### config.mk
export PLATFORM = sky130hd
export DESIGN_NAME = sbl_link_framer
export DESIGN_NICKNAME = d
export VERILOG_FILES = /design/src/hdl/sbl_pkg.sv /design/src/hdl/sbl_buf2.sv /design/src/hdl/sbl_char_rx.sv /design/src/hdl/sbl_link_framer.sv
export SDC_FILE = /design/constraint.sdc
export NUM_CORES = 1
export LEC_CHECK = 0
export ABC_AREA = 0
export BUFFER_PORTS_ARGS = -buffer_cell sky130_fd_sc_hd__buf_2
export CAP_MARGIN = 10
export CORE_MARGIN = 1
export CORE_UTILIZATION = 30
export CTS_CLUSTER_SIZE = 14
export DETAILED_ROUTE_END_ITERATION = 8
export HOLD_SLACK_MARGIN = 0.03
export PLACE_DENSITY_LB_ADDON = 0.12
export SYNTH_ARGS = -nofsm -noshare
export SYNTH_HDL_FRONTEND = slang
export SYNTH_SLANG_ARGS = --single-unit
export TNS_END_PERCENT = 20
### constraint.sdc
create_clock -name mclk -period 3.9 [get_ports mclk]
set_input_delay 0.78 -clock mclk [delete_from_list [all_inputs] [get_ports mclk]]
set_output_delay 0.78 -clock mclk [all_outputs]
set_load 0.01 [all_outputs]
### src/hdl/sbl_pkg.sv
/*
  Shared constants and types of the serial block link framer.
  Assumes a single 20 MHz module clock.
*/
package sbl_pkg;
  localparam int CLK_HZ = 20_000_000;
  localparam int ACK_TIMEOUT_MS = 2;
  localparam int ACK_TIMEOUT_CYC = CLK_HZ / 1000 * ACK_TIMEOUT_MS;
  localparam logic [7:0] CH_SOH = 8'h01;
  localparam logic [7:0] CH_STX = 8'h02;
  localparam logic [7:0] CH_ETX = 8'h03;
  localparam logic [7:0] CH_EOT = 8'h04;
  localparam logic [7:0] CH_ENQ = 8'h05;
  localparam logic [7:0] CH_ACK = 8'h06;
  localparam logic [7:0] CH_ETB = 8'h17;
  localparam logic START_BIT = 1'b0;
  localparam logic STOP_BIT = 1'b1;
  localparam logic [7:0] LRC_RESET = 8'h00;

  typedef enum logic [1:0] {PAR_NONE, PAR_ODD, PAR_EVEN} sbl_parity_type;

  typedef struct packed {
    logic remoteTerminalMode;
    sbl_parity_type parity;
    logic dataBits8;
    logic [15:0] bitDiv;
  } sbl_cfg_type;

  typedef struct packed {
    logic parity;
    logic framing;
    logic overrun;
    logic block;
    logic timeout;
  } sbl_err_type;

  localparam sbl_err_type ERR_NONE = '0;
endpackage

### src/hdl/sbl_buf2.sv
/*
  Two-entry buffer with valid/ready on both sides.
  Assumes the consumer may stall indefinitely; nothing is dropped.
*/
`timescale 1ns/1ns
module sbl_buf2 #(
  parameter int W = 9
) (
  input wire logic mclk,
  input wire logic rst,
  input wire logic [W-1:0] inData,
  input wire logic inValid,
  output logic inReady,
  output logic [W-1:0] outData,
  output logic outValid,
  input wire logic outReady
);
  logic [W-1:0] slot [0:1];
  logic pop, push;

  assign pop = outValid && outReady;
  assign push = inValid && inReady;
  assign outData = slot[0];

  always_ff @(posedge mclk)
    if (rst)
    begin
      slot[0] <= '0;
      slot[1] <= '0;
      outValid <= 1'b0;
      inReady <= 1'b1;
    end
    else if (pop)
    begin
      if (!inReady)
      begin
        slot[0] <= slot[1];
        inReady <= 1'b1;
      end
      else
      begin
        slot[0] <= inData;
        outValid <= push;
      end
    end
    else if (push)
    begin
      if (outValid)
      begin
        slot[1] <= inData;
        inReady <= 1'b0;
      end
      else
      begin
        slot[0] <= inData;
        outValid <= 1'b1;
      end
    end

  a_full_holds: assert property (@(posedge mclk) disable iff (rst)
    !inReady |-> outValid)
    else $error("full buffer shows no output");
  a_stall_stable: assert property (@(posedge mclk) disable iff (rst)
    (outValid && !outReady) |=> (outValid && $stable(outData)))
    else $error("stalled word changed");
endmodule // sbl_buf2

### src/hdl/sbl_char_rx.sv
/*
  Character receiver: start/stop framing, optional parity, held character.
  Assumes the line pin is asynchronous to mclk and bitDiv is at least 4.
*/
`timescale 1ns/1ns
module sbl_char_rx (
  input wire logic mclk,
  input wire logic rst,
  input wire logic rxdPin,
  input wire logic [15:0] bitDiv,
  input wire logic dataBits8,
  input wire logic parEn,
  input wire logic parOdd,
  input wire logic take,
  output logic [7:0] charData,
  output logic charValid,
  output logic parityErr,
  output logic framingErr,
  output logic overrunErr
);
  import sbl_pkg::*;

  typedef enum logic [1:0] {RX_IDLE, RX_START, RX_BITS, RX_STOP} sbl_rx_state_type;
  sbl_rx_state_type rxState;
  logic rxdMeta, rxdSync, rxdPrev;
  logic [15:0] tick;
  logic [3:0] bitIdx;
  logic [3:0] lastIdx;
  logic [8:0] shiftIn;
  logic [7:0] dataWord;
  logic parBit, finish;

  assign lastIdx = (dataBits8 ? 4'h7 : 4'h6) + {3'h0, parEn};
  assign dataWord = dataBits8 ? shiftIn[7:0] : {1'b0, shiftIn[6:0]};
  assign parBit = dataBits8 ? shiftIn[8] : shiftIn[7];
  assign finish = (rxState == RX_STOP) && (tick == 16'h0000);

  always_ff @(posedge mclk)
    if (rst)
    begin
      rxdMeta <= 1'b1;
      rxdSync <= 1'b1;
      rxdPrev <= 1'b1;
    end
    else
    begin
      rxdMeta <= rxdPin;
      rxdSync <= rxdMeta;
      rxdPrev <= rxdSync;
    end

  always_ff @(posedge mclk)
    if (rst)
    begin
      rxState <= RX_IDLE;
      tick <= 16'h0000;
      bitIdx <= 4'h0;
      shiftIn <= 9'h000;
    end
    else
    begin
      if (tick != 16'h0000)
        tick <= tick - 16'h0001;
      unique case (rxState)
        RX_IDLE:
          if (rxdPrev && !rxdSync)
          begin
            rxState <= RX_START;
            tick <= bitDiv >> 1;
          end
        RX_START:
          if (tick == 16'h0000)
          begin
            // A glitch shorter than half a bit is not a start
            rxState <= (rxdSync == START_BIT) ? RX_BITS : RX_IDLE;
            tick <= bitDiv - 16'h0001;
            bitIdx <= 4'h0;
          end
        RX_BITS:
          if (tick == 16'h0000)
          begin
            shiftIn[bitIdx] <= rxdSync;
            bitIdx <= bitIdx + 4'h1;
            tick <= bitDiv - 16'h0001;
            if (bitIdx == lastIdx)
              rxState <= RX_STOP;
          end
        RX_STOP:
          if (tick == 16'h0000)
            rxState <= RX_IDLE;
      endcase
    end

  always_ff @(posedge mclk)
    if (rst)
    begin
      charData <= 8'h00;
      charValid <= 1'b0;
      parityErr <= 1'b0;
      framingErr <= 1'b0;
      overrunErr <= 1'b0;
    end
    else
    begin
      parityErr <= finish && parEn && ((^dataWord ^ parBit) != parOdd);
      framingErr <= finish && (rxdSync != STOP_BIT);
      overrunErr <= finish && charValid && !take;
      if (finish)
      begin
        charData <= dataWord;
        charValid <= 1'b1;
      end
      else if (take)
        charValid <= 1'b0;
    end

  a_stop_check: assert property (@(posedge mclk) disable iff (rst)
    finish |=> (framingErr == !$past(rxdSync)))
    else $error("framing flag disagrees with stop sample");
  a_overrun_flag: assert property (@(posedge mclk) disable iff (rst)
    (finish && charValid && !take) |=> (overrunErr && charValid))
    else $error("overrun not flagged");
  a_start_timer: assert property (@(posedge mclk) disable iff (rst)
    (rxState == RX_IDLE && rxdPrev && !rxdSync) |=> (rxState == RX_START))
    else $error("start edge missed");
endmodule // sbl_char_rx

### src/hdl/sbl_link_framer.sv
/*
  Block link framer: enquiry/acknowledge handshake, header and data blocks
  with a longitudinal check byte, character framing and error lights.
  Assumes a 20 MHz clock, config held stable while busy, one peer on the line.
*/
`timescale 1ns/1ns
module sbl_link_framer #(
  parameter int TIMEOUT_CYC = sbl_pkg::ACK_TIMEOUT_CYC
) (
  input wire logic mclk,
  input wire logic rst,
  input wire sbl_pkg::sbl_cfg_type cfg,
  input wire logic rxd,
  output logic txd,
  input wire logic startXfer,
  output logic busy,
  output logic xferDone,
  input wire logic [7:0] txByte,
  input wire logic txValid,
  input wire logic txLast,
  output logic txReady,
  output logic [7:0] rxByte,
  output logic rxIsHeader,
  output logic rxValid,
  input wire logic rxReady,
  output sbl_pkg::sbl_err_type err,
  input wire logic clearLeds,
  output logic ledOverrun,
  output logic ledFraming,
  output logic ledTimeout
);
  import sbl_pkg::*;

  typedef enum logic [4:0] {
    ST_IDLE, SRC_ENQ, SRC_WENQ, SRC_SOH, SRC_HDR, SRC_ETB, SRC_HLRC, SRC_WHDR,
    SRC_STX, SRC_DAT, SRC_ETX, SRC_DLRC, SRC_WDAT, SRC_EOT,
    TGT_ACK, TGT_WAIT, TGT_HDR, TGT_DAT, TGT_LRC
  } sbl_state_type;
  sbl_state_type state;

  logic parEn, parOdd;
  logic [7:0] charData;
  logic charValid, charTake, got, payloadChar;
  logic rxParErr, rxFrmErr, rxOvrErr;
  logic bufInReady;
  logic [8:0] bufOut;
  logic [7:0] txLrc, rxLrc;
  logic blockBad, hdrBlock;
  logic [31:0] waitCnt;
  logic waiting, timedOut;
  logic txLoad, payLoad, txIdle, pBit;
  logic [7:0] txLoadByte, dWord;
  logic [10:0] frame;
  logic [3:0] frameLen;
  logic [10:0] txShift;
  logic [3:0] txLeft;
  logic [15:0] txTick;

  // Even parity is not legal in native mode; it falls back to odd
  assign parEn = cfg.parity != PAR_NONE;
  assign parOdd = (cfg.parity == PAR_ODD) || !cfg.remoteTerminalMode;

  sbl_char_rx uRx (
    .mclk(mclk),
    .rst(rst),
    .rxdPin(rxd),
    .bitDiv(cfg.bitDiv),
    .dataBits8(cfg.dataBits8),
    .parEn(parEn),
    .parOdd(parOdd),
    .take(charTake),
    .charData(charData),
    .charValid(charValid),
    .parityErr(rxParErr),
    .framingErr(rxFrmErr),
    .overrunErr(rxOvrErr)
  );

  // Binary data holding an end code ends the block early: no byte count here
  assign payloadChar = ((state == TGT_HDR) && (charData != CH_ETB))
    || ((state == TGT_DAT) && (charData != CH_ETX) && (charData != CH_ETB));
  // A full buffer leaves the character held, so the next one overruns
  assign charTake = payloadChar ? bufInReady : 1'b1;
  assign got = charValid && charTake;

  sbl_buf2 #(.W(9)) uBuf (
    .mclk(mclk),
    .rst(rst),
    .inData({hdrBlock, charData}),
    .inValid(charValid && payloadChar),
    .inReady(bufInReady),
    .outData(bufOut),
    .outValid(rxValid),
    .outReady(rxReady)
  );
  assign rxByte = bufOut[7:0];
  assign rxIsHeader = bufOut[8];

  assign waiting = (state == SRC_WENQ) || (state == SRC_WHDR)
    || (state == SRC_WDAT) || (state == TGT_WAIT);
  assign timedOut = waiting && (waitCnt == 32'(TIMEOUT_CYC - 1));

  always_ff @(posedge mclk)
    if (rst || !waiting || got)
      waitCnt <= 32'h0000_0000;
    else
      waitCnt <= waitCnt + 32'h0000_0001;

  // Transmit byte selection
  assign txIdle = txLeft == 4'h0;
  assign payLoad = txReady && txValid;
  always_comb
  begin
    txLoad = txIdle;
    txLoadByte = CH_ACK;
    unique case (state)
      SRC_ENQ: txLoadByte = CH_ENQ;
      SRC_SOH: txLoadByte = CH_SOH;
      SRC_ETB: txLoadByte = CH_ETB;
      SRC_STX: txLoadByte = CH_STX;
      SRC_ETX: txLoadByte = CH_ETX;
      SRC_HLRC, SRC_DLRC: txLoadByte = txLrc;
      SRC_EOT: txLoadByte = CH_EOT;
      TGT_ACK: txLoadByte = CH_ACK;
      SRC_HDR, SRC_DAT:
      begin
        txLoad = payLoad;
        txLoadByte = txByte;
      end
      default: txLoad = 1'b0;
    endcase
  end

  assign dWord = cfg.dataBits8 ? txLoadByte : {1'b0, txLoadByte[6:0]};
  assign pBit = (^dWord) ^ parOdd;
  always_comb
  begin
    if (cfg.dataBits8)
      frame = parEn ? {1'b1, pBit, dWord, START_BIT} : {2'b11, dWord, START_BIT};
    else
      frame = parEn ? {2'b11, pBit, dWord[6:0], START_BIT}
        : {3'b111, dWord[6:0], START_BIT};
  end
  assign frameLen = (cfg.dataBits8 ? 4'ha : 4'h9) + {3'h0, parEn};

  always_ff @(posedge mclk)
    if (rst)
    begin
      txShift <= 11'h7ff;
      txLeft <= 4'h0;
      txTick <= 16'h0000;
      txd <= STOP_BIT;
    end
    else if (txLoad)
    begin
      txShift <= frame;
      txLeft <= frameLen;
      txTick <= cfg.bitDiv - 16'h0001;
      txd <= START_BIT;
    end
    else if (!txIdle)
    begin
      if (txTick == 16'h0000)
      begin
        txShift <= {1'b1, txShift[10:1]};
        txLeft <= txLeft - 4'h1;
        txTick <= cfg.bitDiv - 16'h0001;
        // Stop bit already spans a full bit time before the next start
        txd <= (txLeft == 4'h1) ? STOP_BIT : txShift[1];
      end
      else
        txTick <= txTick - 16'h0001;
    end

  // Payload handshake: ready is offered for one cycle while the line is idle
  always_ff @(posedge mclk)
    if (rst)
      txReady <= 1'b0;
    else
      txReady <= ((state == SRC_HDR) || (state == SRC_DAT)) && txIdle && txValid
        && !txReady;

  always_ff @(posedge mclk)
    if (rst)
      txLrc <= LRC_RESET;
    else if (txLoad && ((state == SRC_SOH) || (state == SRC_STX)))
      txLrc <= LRC_RESET;
    else if (payLoad && ((state == SRC_HDR) || (state == SRC_DAT)))
      txLrc <= txLrc ^ txByte;

  always_ff @(posedge mclk)
    if (rst)
    begin
      rxLrc <= LRC_RESET;
      blockBad <= 1'b0;
      hdrBlock <= 1'b0;
    end
    else if (got && (state == TGT_WAIT))
    begin
      rxLrc <= LRC_RESET;
      // A damaged opening delimiter already spoils the block
      blockBad <= rxParErr || rxFrmErr || rxOvrErr;
      hdrBlock <= charData == CH_SOH;
    end
    else
    begin
      if (got && payloadChar)
        rxLrc <= rxLrc ^ charData;
      if (rxParErr || rxFrmErr || rxOvrErr)
        blockBad <= 1'b1;
    end

  always_ff @(posedge mclk)
    if (rst)
      state <= ST_IDLE;
    else
      unique case (state)
        ST_IDLE:
          if (startXfer)
            state <= SRC_ENQ;
          else if (got && charData == CH_ENQ)
            state <= TGT_ACK;
        SRC_ENQ: if (txLoad) state <= SRC_WENQ;
        SRC_WENQ:
          if (got && charData == CH_ACK)
            state <= SRC_SOH;
          else if (timedOut)
            state <= ST_IDLE;
        SRC_SOH: if (txLoad) state <= SRC_HDR;
        SRC_HDR: if (payLoad && txLast) state <= SRC_ETB;
        SRC_ETB: if (txLoad) state <= SRC_HLRC;
        SRC_HLRC: if (txLoad) state <= SRC_WHDR;
        SRC_WHDR:
          if (got && charData == CH_ACK)
            state <= SRC_STX;
          else if (timedOut)
            state <= ST_IDLE;
        SRC_STX: if (txLoad) state <= SRC_DAT;
        SRC_DAT: if (payLoad && txLast) state <= SRC_ETX;
        SRC_ETX: if (txLoad) state <= SRC_DLRC;
        SRC_DLRC: if (txLoad) state <= SRC_WDAT;
        SRC_WDAT:
          if (got && charData == CH_ACK)
            state <= SRC_EOT;
          else if (timedOut)
            state <= ST_IDLE;
        SRC_EOT: if (txLoad) state <= ST_IDLE;
        TGT_ACK: if (txLoad) state <= TGT_WAIT;
        TGT_WAIT:
          if (got)
          begin
            if (charData == CH_SOH)
              state <= TGT_HDR;
            else if (charData == CH_STX)
              state <= TGT_DAT;
            else if (charData == CH_EOT)
              state <= ST_IDLE;
            else if (charData == CH_ENQ)
              state <= TGT_ACK;
          end
          else if (timedOut)
            state <= ST_IDLE;
        TGT_HDR, TGT_DAT: if (got && !payloadChar) state <= TGT_LRC;
        TGT_LRC:
          if (got)
            state <= (charData == rxLrc && !blockBad) ? TGT_ACK : TGT_WAIT;
      endcase

  always_ff @(posedge mclk)
    if (rst)
    begin
      err <= ERR_NONE;
      busy <= 1'b0;
      xferDone <= 1'b0;
    end
    else
    begin
      err.parity <= rxParErr;
      err.framing <= rxFrmErr;
      err.overrun <= rxOvrErr;
      err.block <= (state == TGT_LRC) && got
        && (charData != rxLrc || blockBad);
      err.timeout <= timedOut && (state != TGT_WAIT);
      busy <= state != ST_IDLE;
      xferDone <= ((state == SRC_EOT) && txLoad)
        || ((state == TGT_WAIT) && got && (charData == CH_EOT));
    end

  // Lights stay lit until cleared; a new error beats a clear
  always_ff @(posedge mclk)
    if (rst)
    begin
      ledOverrun <= 1'b0;
      ledFraming <= 1'b0;
      ledTimeout <= 1'b0;
    end
    else
    begin
      ledOverrun <= err.overrun || (ledOverrun && !clearLeds);
      ledFraming <= err.framing || (ledFraming && !clearLeds);
      ledTimeout <= err.timeout || (ledTimeout && !clearLeds);
    end

  a_start_low: assert property (@(posedge mclk) disable iff (rst)
    txLoad |=> (txd == START_BIT))
    else $error("frame did not open with start bit");
  a_idle_high: assert property (@(posedge mclk) disable iff (rst)
    (txIdle && !$past(txLoad)) |-> (txd == STOP_BIT))
    else $error("line not high while idle");
  a_ack_valid: assert property (@(posedge mclk) disable iff (rst)
    (state == TGT_LRC && got && charData == rxLrc && !blockBad) |=>
      (state == TGT_ACK))
    else $error("good block not acknowledged");
  a_bad_noack: assert property (@(posedge mclk) disable iff (rst)
    (state == TGT_LRC && got && charData != rxLrc) |=>
      (err.block && state == TGT_WAIT))
    else $error("bad check byte accepted");
  a_lrc_clear: assert property (@(posedge mclk) disable iff (rst)
    (state == SRC_SOH && txLoad) |=> (txLrc == LRC_RESET))
    else $error("check byte not cleared");
  a_timeout_abort: assert property (@(posedge mclk) disable iff (rst)
    (timedOut && state == SRC_WENQ) |=> (err.timeout && state == ST_IDLE)
      ##1 ledTimeout)
    else $error("time-out not reported");
  a_overrun_led: assert property (@(posedge mclk) disable iff (rst)
    err.overrun |=> ledOverrun)
    else $error("overrun light not set");

  c_source_done: cover property (@(posedge mclk) disable iff (rst)
    state == SRC_EOT && txLoad);
  c_target_ack: cover property (@(posedge mclk) disable iff (rst)
    state == TGT_LRC ##1 state == TGT_ACK);
  c_buffer_full: cover property (@(posedge mclk) disable iff (rst)
    !bufInReady && charValid && payloadChar);
endmodule // sbl_link_framer

==> results of run 1 <==
## cell usage in the layout (no fill, tap or decap), types with 7 or more instances in the layout
cell type	n
a211oi_1	12
a21oi_1	75
a22o_1	13
a31oi_1	11
and2_1	16
and3_1	16
buf_2	56
buf_4	28
clkbuf_16	17
dfxtp_1	144
edfxtp_1	18
ha_1	19
inv_1	34
mux2i_1	16
nand2_1	134
nand2b_1	10
nand3_1	42
nand3b_1	7
nand4_1	14
nor2_1	152
nor2b_1	16
nor3_1	34
nor3b_1	7
nor4_1	22
o211ai_1	11
o21ai_0	62
or3_1	12
xnor2_1	40
xor2_1	53
## synthesized netlist by cell type, drive strengths merged (11+ instances only)
master,count
nor4,23
nor3,34
nor2b,16
inv,34
nor2,152
and2,18
nand2,134
a31oi,12
xor2,53
and3,16
or3,13
mux2i,16
a211oi,13
o21ai,64
a21oi,76
xnor2,40
nand4,14
dfxtp,144
a22o,13
nand3,42
o211ai,11
ha,19
edfxtp,18
clkbuf,55
## how the worst max path moves through the flow
stage	from	end	slack [ps]
finish	state[2]	txShift[8]	570
detailed placement	state[2]	txShift[8]	640
CTS	state[2]	txShift[8]	610
floorplan	state[2]	uBuf.slot[1][0]	1010
global route	state[2]	txShift[8]	410
global placement	state[2]	txShift[8]	720
## worst max-delay path, cell delays in order (launching register included)
cell and delay [ps]:
dfxtp_1 770, or3b_1 560, a211oi_1 490, a31oi_2 100, and2_0 460, nor2_1 430, o211ai_1 130, o21ai_0 120
o311ai_2 120
## registers in the layout, summed over array words and instances (netlist names), 4 cells and up, named ones only
register,count
uRx.bitIdx,4
uRx.shiftIn,9
txLrc,8
rxLrc,8
txTick,16
uRx.charData,8
txShift,9
state,5
err,5
uRx.tick,16
waitCnt,32
uBuf.slot,18
txLeft,4
## cell type report
cell class,instances,area [um2],area share
clock buffers,17,425,0.0409
multi-input cells,880,5270,0.506
well taps,390,488,0.0469
repair buffers,84,490,0.0471
flip-flops and latches,162,3420,0.329
inverters,35,131,0.0126
clock inverters,15,183,0.0175
## metrics by stage
step                utilization  power (W)  area (um2)
global placement          0.330    0.00496        9800
floorplan                     -    0.00424        9080
finish                    0.350    0.00664       10400
global route              0.350    0.00711       10400
detailed placement        0.330    0.00494        9800
CTS                       0.350    0.00671       10400
## power by group through the flow
stage / clock network, W / registers (W) / logic [W]
4_1_cts: 0.00180 / 0.00209 / 0.00283
2_1_floorplan: 0 / 0.00204 / 0.00220
5_1_grt: 0.00185 / 0.00212 / 0.00314
6_report: 0.00173 / 0.00209 / 0.00283
3_5_place_dp: 0 / 0.00212 / 0.00282
3_3_place_gp: 0 / 0.00212 / 0.00283
## routing by layer
| layer | wire length, um | up-vias | share of wire | global-route usage |
|---|---|---|---|---|
| met2 | 11800 | 182 | 0.47 | 0.274 |
| li1 | - | 4108 | - | - |
| met4 | 245 | 0 | 0.0097 | 0.0395 |
| met5 | 0 | - | 0 | 0 |
| met1 | 12400 | 3736 | 0.49 | 0.230 |
| met3 | 906 | 23 | 0.036 | 0.0280 |
## cells by family (layout without fill, tap and decap cells)
logic type	count (synthesis)	count (layout)
buffers and inverters	99	151
adders and majority gates	19	19
DFF	162	162
muxes	16	16
and+or+nand+nor	506	506
AOI/OAI and AO/OA	244	244
xor gates and xnor gates	95	95
==> results.ini, run 1 <==
[setup_path]
end_kind=register
r2r_cells=8
r2r_end=txShift[8]
worstReg2RegStart=state[2]
reg2reg_slack_ps=570
worstSetupPathType=register to register
crit_fanout=23
worstPathArrival_ps=3630
worstPathRequired_ps=4200
cp-start-kind=register

[timing]
slew_headroom=0.306
worstMarginPinSlew_ps=1030
setup-violations-final=0
rsz0062_at_grt=no
fmax_mhz=300
setup_ws_ps=571
tns_ps=0
whs_ps=449
min_period_ps=3330
drv_slew=0
post-route-period-util=0.854
finClkSkew_ps=15.7
finalHoldViolCount=0

[clock_tree]
cts-buffers-inserted=17
cts_sinks=162
clk_latency_ps=440
cts_root_buffer=clkbuf_16
h-tree-depth=4
ctsHoldBuffers=0
cts.path.max_buffers=2
cts_setup_buffers=0
clk_pin_slew_worst_paths_ps=80
cts_resized=0
cts_tree=done

[floorplanning]
die_w_um=176
initial_core_util=0.306
dieArea_um2=31000
dieHeight_um=176
row_count=63
ios=58
core_area_um2=29700

[logic_synthesis]
seq_area_frac_synth=0.377
synth_edf_count=18
netlist_top_cells_area=dfxtp_1 (32%), nor2_1 (6.3%), edfxtp_1 (6.0%)
syn_inst=1141
ys_types=75
synth_compound_area_frac=0.175
yosys.area_share.simple=0.266
ys_ff_latch=162
syn_avg_cell_area_um2=7.96
synthXorXnorAreaFrac=0.0947
syn-cell-area_um2=9080
synth-main-ff-cell=dfxtp_1
synth_top_area_share=0.317
synth_fa_ha_area_frac=0.0262
ys.warnings.count=0
synth_nets=1196
synthMuxAreaShare=0.0176
synthArstFlopShare=0
synth_top_family_by_area=simple AND/OR/NAND/NOR gates
synth_top_area_cell=dfxtp_1

[detailed_routing]
totalWireLength_um=25300
remaining_drc_errors=0
drtAntennaViolNets=0
viasPerCell=5.08
vias=8049
wl_per_cell_um=16.0
drtIter0Drc=599
first_pass_iters=6

[flow_run]
drv_cap=0

[grt]
antenna_found_initial=0
grt_pass1_wl_um=41100
grt_max_degree=46
grt_overflow_total=0
track_usage=0.168
grt_pass1_vias=7543

[power]
pwr_density_cell_nw_per_um2=638
power_leakage_nw=4.04
p_switching_w=0.00276
seq_power_share=0.314
clockPowerShare=0.260
ir_drop_v=0.000294
cellInternalPower_w=0.00388
swShare=0.416
power_frac_comb=0.426

[placement]
place.gp.congestion=0.806
place.port_buffers=57
placed_cells=1551
hpwl_um=18000
pre_cts_slack_ps=644

[final_layout]
n_antenna_cell=0
num-nets-final=1235
fill_cells=3124
final_cells=1583
area_growth_pct=14.6
drive_above_1_share=0.111

[min_path]
hold_end=waitCnt[0]
worst_hold_startpoint=waitCnt[0]
hold_depth=1
hp-class=register to register

[run_status]
outcome=completed

No activity file was read; power rests on OpenSTA's default activity.
==> run 2: changes to the inputs <==
--- a/config.mk
+++ b/config.mk
@@ -5,7 +5,6 @@
 export SDC_FILE = /design/constraint.sdc
 export NUM_CORES = 1
 export LEC_CHECK = 0
-export ABC_AREA = 0
 export BUFFER_PORTS_ARGS = -buffer_cell sky130_fd_sc_hd__buf_2
 export CAP_MARGIN = 10
 export CORE_MARGIN = 1
@@ -13,7 +12,7 @@
 export CTS_CLUSTER_SIZE = 14
 export DETAILED_ROUTE_END_ITERATION = 8
 export HOLD_SLACK_MARGIN = 0.03
-export PLACE_DENSITY_LB_ADDON = 0.12
+export PLACE_DENSITY = 0.51
 export SYNTH_ARGS = -nofsm -noshare
 export SYNTH_HDL_FRONTEND = slang
 export SYNTH_SLANG_ARGS = --single-unit
==> run 2 against run 1 <==
  * Count of clock-buffer cells in the layout unchanged
  * Critical path depth increased by 1
  * Sequential share of layout area decreased by 0.14 points
  * Global-route usage decreased by 0.74 points
  * Final cell count increased by 0.19%
  * Register-to-register slack improved by 80 ps
  * Total power increased by 0.30%
  * Die area unchanged
  * Sequential power about the same
  * Worst hold slack improved by 5.5 ps
  * Largest cell class unchanged
==> results.ini, run 2 (synthesis results as in run 1) <==
[timing]
drv_slew=0  ; unchanged
setup-violations-final=0  ; unchanged
fmax_mhz=308  ; +2.6%
tns_ps=0  ; unchanged
post-route-period-util=0.832  ; -0.0216
finClkSkew_ps=17.9  ; +2.28 ps
slew_headroom=0.449  ; +0.143
finalHoldViolCount=0  ; unchanged
rsz0062_at_grt=no
min_period_ps=3240  ; -84.3 ps
worstMarginPinSlew_ps=821  ; -212 ps

[grt]
grt_pass1_vias=7710  ; +2.2%
grt_pass1_wl_um=39900  ; -3.0%
grt_max_degree=58  ; +26%
grt_overflow_total=0  ; unchanged
antenna_found_initial=0  ; unchanged
track_usage=0.160  ; -0.00737

[clock_tree]
cts_sinks=162  ; unchanged
cts_setup_buffers=0  ; unchanged
clk_latency_ps=440  ; about the same
cts_root_buffer=clkbuf_16
clk_pin_slew_worst_paths_ps=80  ; about the same
cts_resized=0  ; unchanged
ctsHoldBuffers=0  ; unchanged
cts_tree=done
cts-buffers-inserted=17  ; unchanged
cts.path.max_buffers=2  ; unchanged
h-tree-depth=4  ; unchanged

[detailed_routing]
drtAntennaViolNets=0  ; unchanged
vias=8080  ; +0.39%
viasPerCell=5.09  ; +0.20%
totalWireLength_um=24100  ; -4.9%
wl_per_cell_um=15.2  ; -5.1%
first_pass_iters=8  ; +2
drtIter0Drc=563  ; -6.0%
remaining_drc_errors=0  ; unchanged

[power]
cellInternalPower_w=0.00390  ; +0.45%
power_leakage_nw=4.06  ; +0.57%
clockPowerShare=0.262  ; +0.002
pwr_density_cell_nw_per_um2=637  ; -0.12%
ir_drop_v=0.000270  ; -8.2%
p_switching_w=0.00276  ; about the same
power_frac_comb=0.427  ; about the same
swShare=0.415  ; -0.000905
seq_power_share=0.312  ; -0.002
finalPower_w=0.00666  ; +0.30%

[placement]
placed_cells=1554  ; +0.19%
place.port_buffers=57  ; unchanged
place.gp.congestion=0.826  ; +2.4%
hpwl_um=17100  ; -4.8%
dpl-instance-area_um2=9820  ; +0.20%

[final_layout]
seqCellArea_um2=3420  ; unchanged
final_core_util=0.352  ; +0.00147
largest-register=waitCnt
largest_reg_flops=32  ; unchanged
final_cell_mix=nor2_1 (152), dfxtp_1 (144), nand2_1 (134), a21oi_1 (75), o21ai_0 (62)
n_antenna_cell=0  ; unchanged
area_growth_pct=15.1
num-nets-final=1238  ; +0.24%
reg_top3=waitCnt x32, uBuf.slot x18
fill_cells=3148  ; +0.77%
final_cells=1586  ; +0.19%
multi_input_area_um2=5270  ; unchanged
drive_above_1_share=0.114  ; +0.00223
design_area_um2=10500  ; +0.42%
final_common_cell=nor2_1

[setup_path]
worstPathRequired_ps=4210  ; about the same
cp_cell_sequence=or3b_1 > a211oi_1 > a31oi_2 > buf_4 > nand2_1 > nand2_1 > nor4_1 > xnor2_1 > a21oi_1
cp_top_family=simple AND/OR/NAND/NOR gates
end_kind=register
cp_num_buf_inv=1  ; +1
crit_fanout=23  ; unchanged
slowest_delay_ps=760  ; about the same
worstSetupPathType=register to register
crit_slowest_cell=dfxtp_1
cp-start-kind=register
cpMostUsedCell=nand2_1
worstPathArrival_ps=3550  ; -80 ps

[floorplanning]
initial_core_util=0.306  ; unchanged
core_area_um2=29700  ; unchanged
dieHeight_um=176  ; unchanged
die_w_um=176  ; unchanged
dieArea_um2=31000  ; unchanged
ios=58  ; unchanged
row_count=63  ; unchanged

[flow_run]
drv_cap=0  ; unchanged

[min_path]
hp-class=register to register

[run_status]
outcome=completed

run 2: cell type report:
cell class | count | share of cell area
Clock buffer | 17 | 0.0407
Timing Repair Buffer | 87 | 0.0488
Inverter | 35 | 0.0126
Sequential cell | 162 | 0.327
Tap cell | 390 | 0.0467
Multi-Input combinational cell | 880 | 0.504
Clock inverter | 15 | 0.0197
run 2: power by group through the flow:
stage          Sequential, W  Combinational, W  Clock (W)
2_1_floorplan        0.00204           0.00220          0
3_3_place_gp         0.00211           0.00281          0
5_1_grt              0.00211           0.00318    0.00188
3_5_place_dp         0.00211           0.00281          0
4_1_cts              0.00207           0.00283    0.00180
6_report             0.00208           0.00284    0.00174
run 2: worst paths after layout:
check                     to       start  cells past startpoint  slack [ps]
setup reg to reg   txLeft[3]    state[2]                      9         660
hold reg to reg   waitCnt[0]  waitCnt[0]                      1         450
hold / removal    waitCnt[0]  waitCnt[0]                      1         450
setup / recovery   txLeft[3]    state[2]                      9         660
run 2: through the flow:
step | hold WS, ps | setup WS, ps
5_1_grt | 478 | 334
6_report | 454 | 655
4_1_cts | 455 | 688
3_3_place_gp | 430 | 774
3_5_place_dp | 444 | 728
2_1_floorplan | 389 | 1010
run 2: metal layers:
metal | up-vias | track usage | wire length (um)
li1 | 4095 | - | -
met1 | 3799 | 0.216 | 11800
met2 | 166 | 0.264 | 11100
met3 | 20 | 0.0226 | 960
met4 | 0 | 0.0486 | 258
met5 | - | 0 | 0
==> run 3: changes to the inputs <==
==> constraint.sdc (replaced) <==
create_clock -name mclk -period 3.2 [get_ports mclk]
set_input_delay 0.64 -clock mclk [delete_from_list [all_inputs] [get_ports mclk]]
set_output_delay 0.64 -clock mclk [all_outputs]
set_load 0.01 [all_outputs]
==> run 3 against run 2 <==
  * Sequential cell count is the same
  * Sequential share of layout area shrank 0.15 points
  * Utilization grew 0.16 points
  * Register-to-register slack lost 440 ps
  * Sequential power grew 22%
  * Count of clock-buffer cells in the layout grew 1
  * Setup slack lost 440 ps
  * Largest cell class unchanged
  * Highest routed layer unchanged
==> results.ini, run 3 (synthesis results as in run 1) <==
[run_status]
outcome=completed

[clock_tree]
cts_resized=0  ; unchanged
cts_tree=done
cts.path.max_buffers=2  ; unchanged
ctsHoldBuffers=0  ; unchanged
clk_pin_slew_worst_paths_ps=70  ; about the same
cts_sinks=162  ; unchanged
h-tree-depth=4  ; unchanged
cts_root_buffer=clkbuf_16
clk_latency_ps=420  ; -20 ps
cts-buffers-inserted=17  ; unchanged
cts_setup_buffers=0  ; unchanged

[detailed_routing]
wl_per_cell_um=14.8  ; -2.6%
vias=8109  ; +0.36%
drtIter0Drc=591  ; +5.0%
first_pass_iters=7  ; -1
totalWireLength_um=23600  ; -2.0%
drtAntennaViolNets=0  ; unchanged
viasPerCell=5.08  ; -0.27%
remaining_drc_errors=0  ; unchanged

[setup_path]
r2r_end=state[1]
r2r_cells=6  ; -3
worstSetupPathType=register to register
end_kind=register
worstPathRequired_ps=3500  ; -710 ps
crit_fanout=15  ; -35%
worstPathArrival_ps=3280  ; -270 ps
cp-start-kind=register
reg2reg_slack_ps=220  ; -440 ps
worstReg2RegStart=state[0]

[min_path]
hold_depth=2  ; +1
hold_end=uRx.rxdMeta
hp-class=primary input to register
worst_hold_startpoint=rxd

[grt]
grt_max_degree=69  ; +19%
antenna_found_initial=0  ; unchanged
grt_overflow_total=0  ; unchanged
grt_pass1_vias=7661  ; -0.64%
grt_pass1_wl_um=39300  ; -1.6%
track_usage=0.157  ; -0.00350

[final_layout]
final_cell_mix=nor2_1 (152), dfxtp_1 (144), nand2_1 (134), a21oi_1 (75), o21ai_0 (62)
largest_reg_flops=32  ; unchanged
final_common_cell=nor2_1
reg_top3=waitCnt x32, uBuf.slot x18
num-nets-final=1248  ; +0.81%
largest-register=waitCnt
fill_cells=3115  ; -1.0%
n_antenna_cell=0  ; unchanged
area_growth_pct=15.7
drive_above_1_share=0.120  ; +0.00652

[timing]
whs_ps=400  ; -54.2 ps
finClkSkew_ps=13.7  ; -4.25 ps
finalHoldViolCount=0  ; unchanged
setup-violations-final=0  ; unchanged
rsz0062_at_grt=no
fmax_mhz=335  ; +8.8%
min_period_ps=2980  ; -262 ps
post-route-period-util=0.932  ; +0.100
drv_slew=0  ; unchanged
worstMarginPinSlew_ps=913  ; +92.3 ps
tns_ps=0  ; unchanged
slew_headroom=0.387  ; -0.0620

[placement]
place.port_buffers=57  ; unchanged
hpwl_um=17000  ; -1.1%
place.gp.congestion=0.880  ; +6.5%

[floorplanning]
ios=58  ; unchanged
core_area_um2=29700  ; unchanged
die_w_um=176  ; unchanged
dieHeight_um=176  ; unchanged
row_count=63  ; unchanged
initial_core_util=0.306  ; unchanged
dieArea_um2=31000  ; unchanged

[power]
pwr_density_cell_nw_per_um2=778  ; +22%
ir_drop_v=0.000403  ; +49%
power_leakage_nw=4.08  ; +0.63%

[flow_run]
drv_cap=0  ; unchanged

-- run 3: cell count changes in the layout (fill, tap and decap cells not counted) --
cell,delta
clkinv_2,+1
clkinvlp_4,+5
buf_4,+10
inv_12,-1
clkinv_8,-8
inv_8,-3
clkbuf_1,+1
inv_6,+2
bufinv_16,+3
-- run 3: how the worst max path moves through the flow --
stage	slack, ps	end	from
final	220	state[1]	state[0]
after global placement	300	state[2]	state[0]
after floorplan	310	uBuf.slot[1][0]	state[2]
after detailed placement	240	state[1]	state[0]
after global routing	110	state[1]	state[0]
after CTS	230	state[1]	state[0]
-- run 3: worst max-delay path, stage by stage, from the launching register on --
cell and delay [ps]:
dfxtp_1 490, or3b_1 600, a21oi_2 370, a41oi_1 220, or4_1 690, nor3_1 340, a311oi_1 130
-- run 3: where the power goes --
part	internal, W	switching [W]	total, W
sequential	0.00229	0.000250	0.00254
combinational	0.00143	0.00208	0.00351
clock	0.00124	0.000882	0.00212
-- run 3: final cells by class --
class	count	area [um2]	area share
clock buffer	18	429	0.0409
clock inverter	14	176	0.0168
inverter	35	131	0.0125
multi-input combinational	880	5270	0.502
sequential	162	3420	0.326
tap	390	488	0.0465
timing repair buffer	97	586	0.0558
-- run 3: per-stage QoR --
step	util	cell area, um2	instances	setup WS (ps)	power [W]
6_report	0.353	10500	1596	217	0.00817
5_1_grt	0.353	10500	1596	106	0.00876
4_1_cts	0.353	10500	1596	234	0.00822
3_5_place_dp	0.333	9900	1564	242	0.00607
3_3_place_gp	0.333	9900	1564	301	0.00606
2_1_floorplan	-	9080	1141	309	0.00517
-- run 3: per-layer routing --
metal	GRT usage	wire length [um]
met4	0.0460	348
met2	0.249	10500
met5	0	0
met1	0.218	11700
met3	0.0250	1040
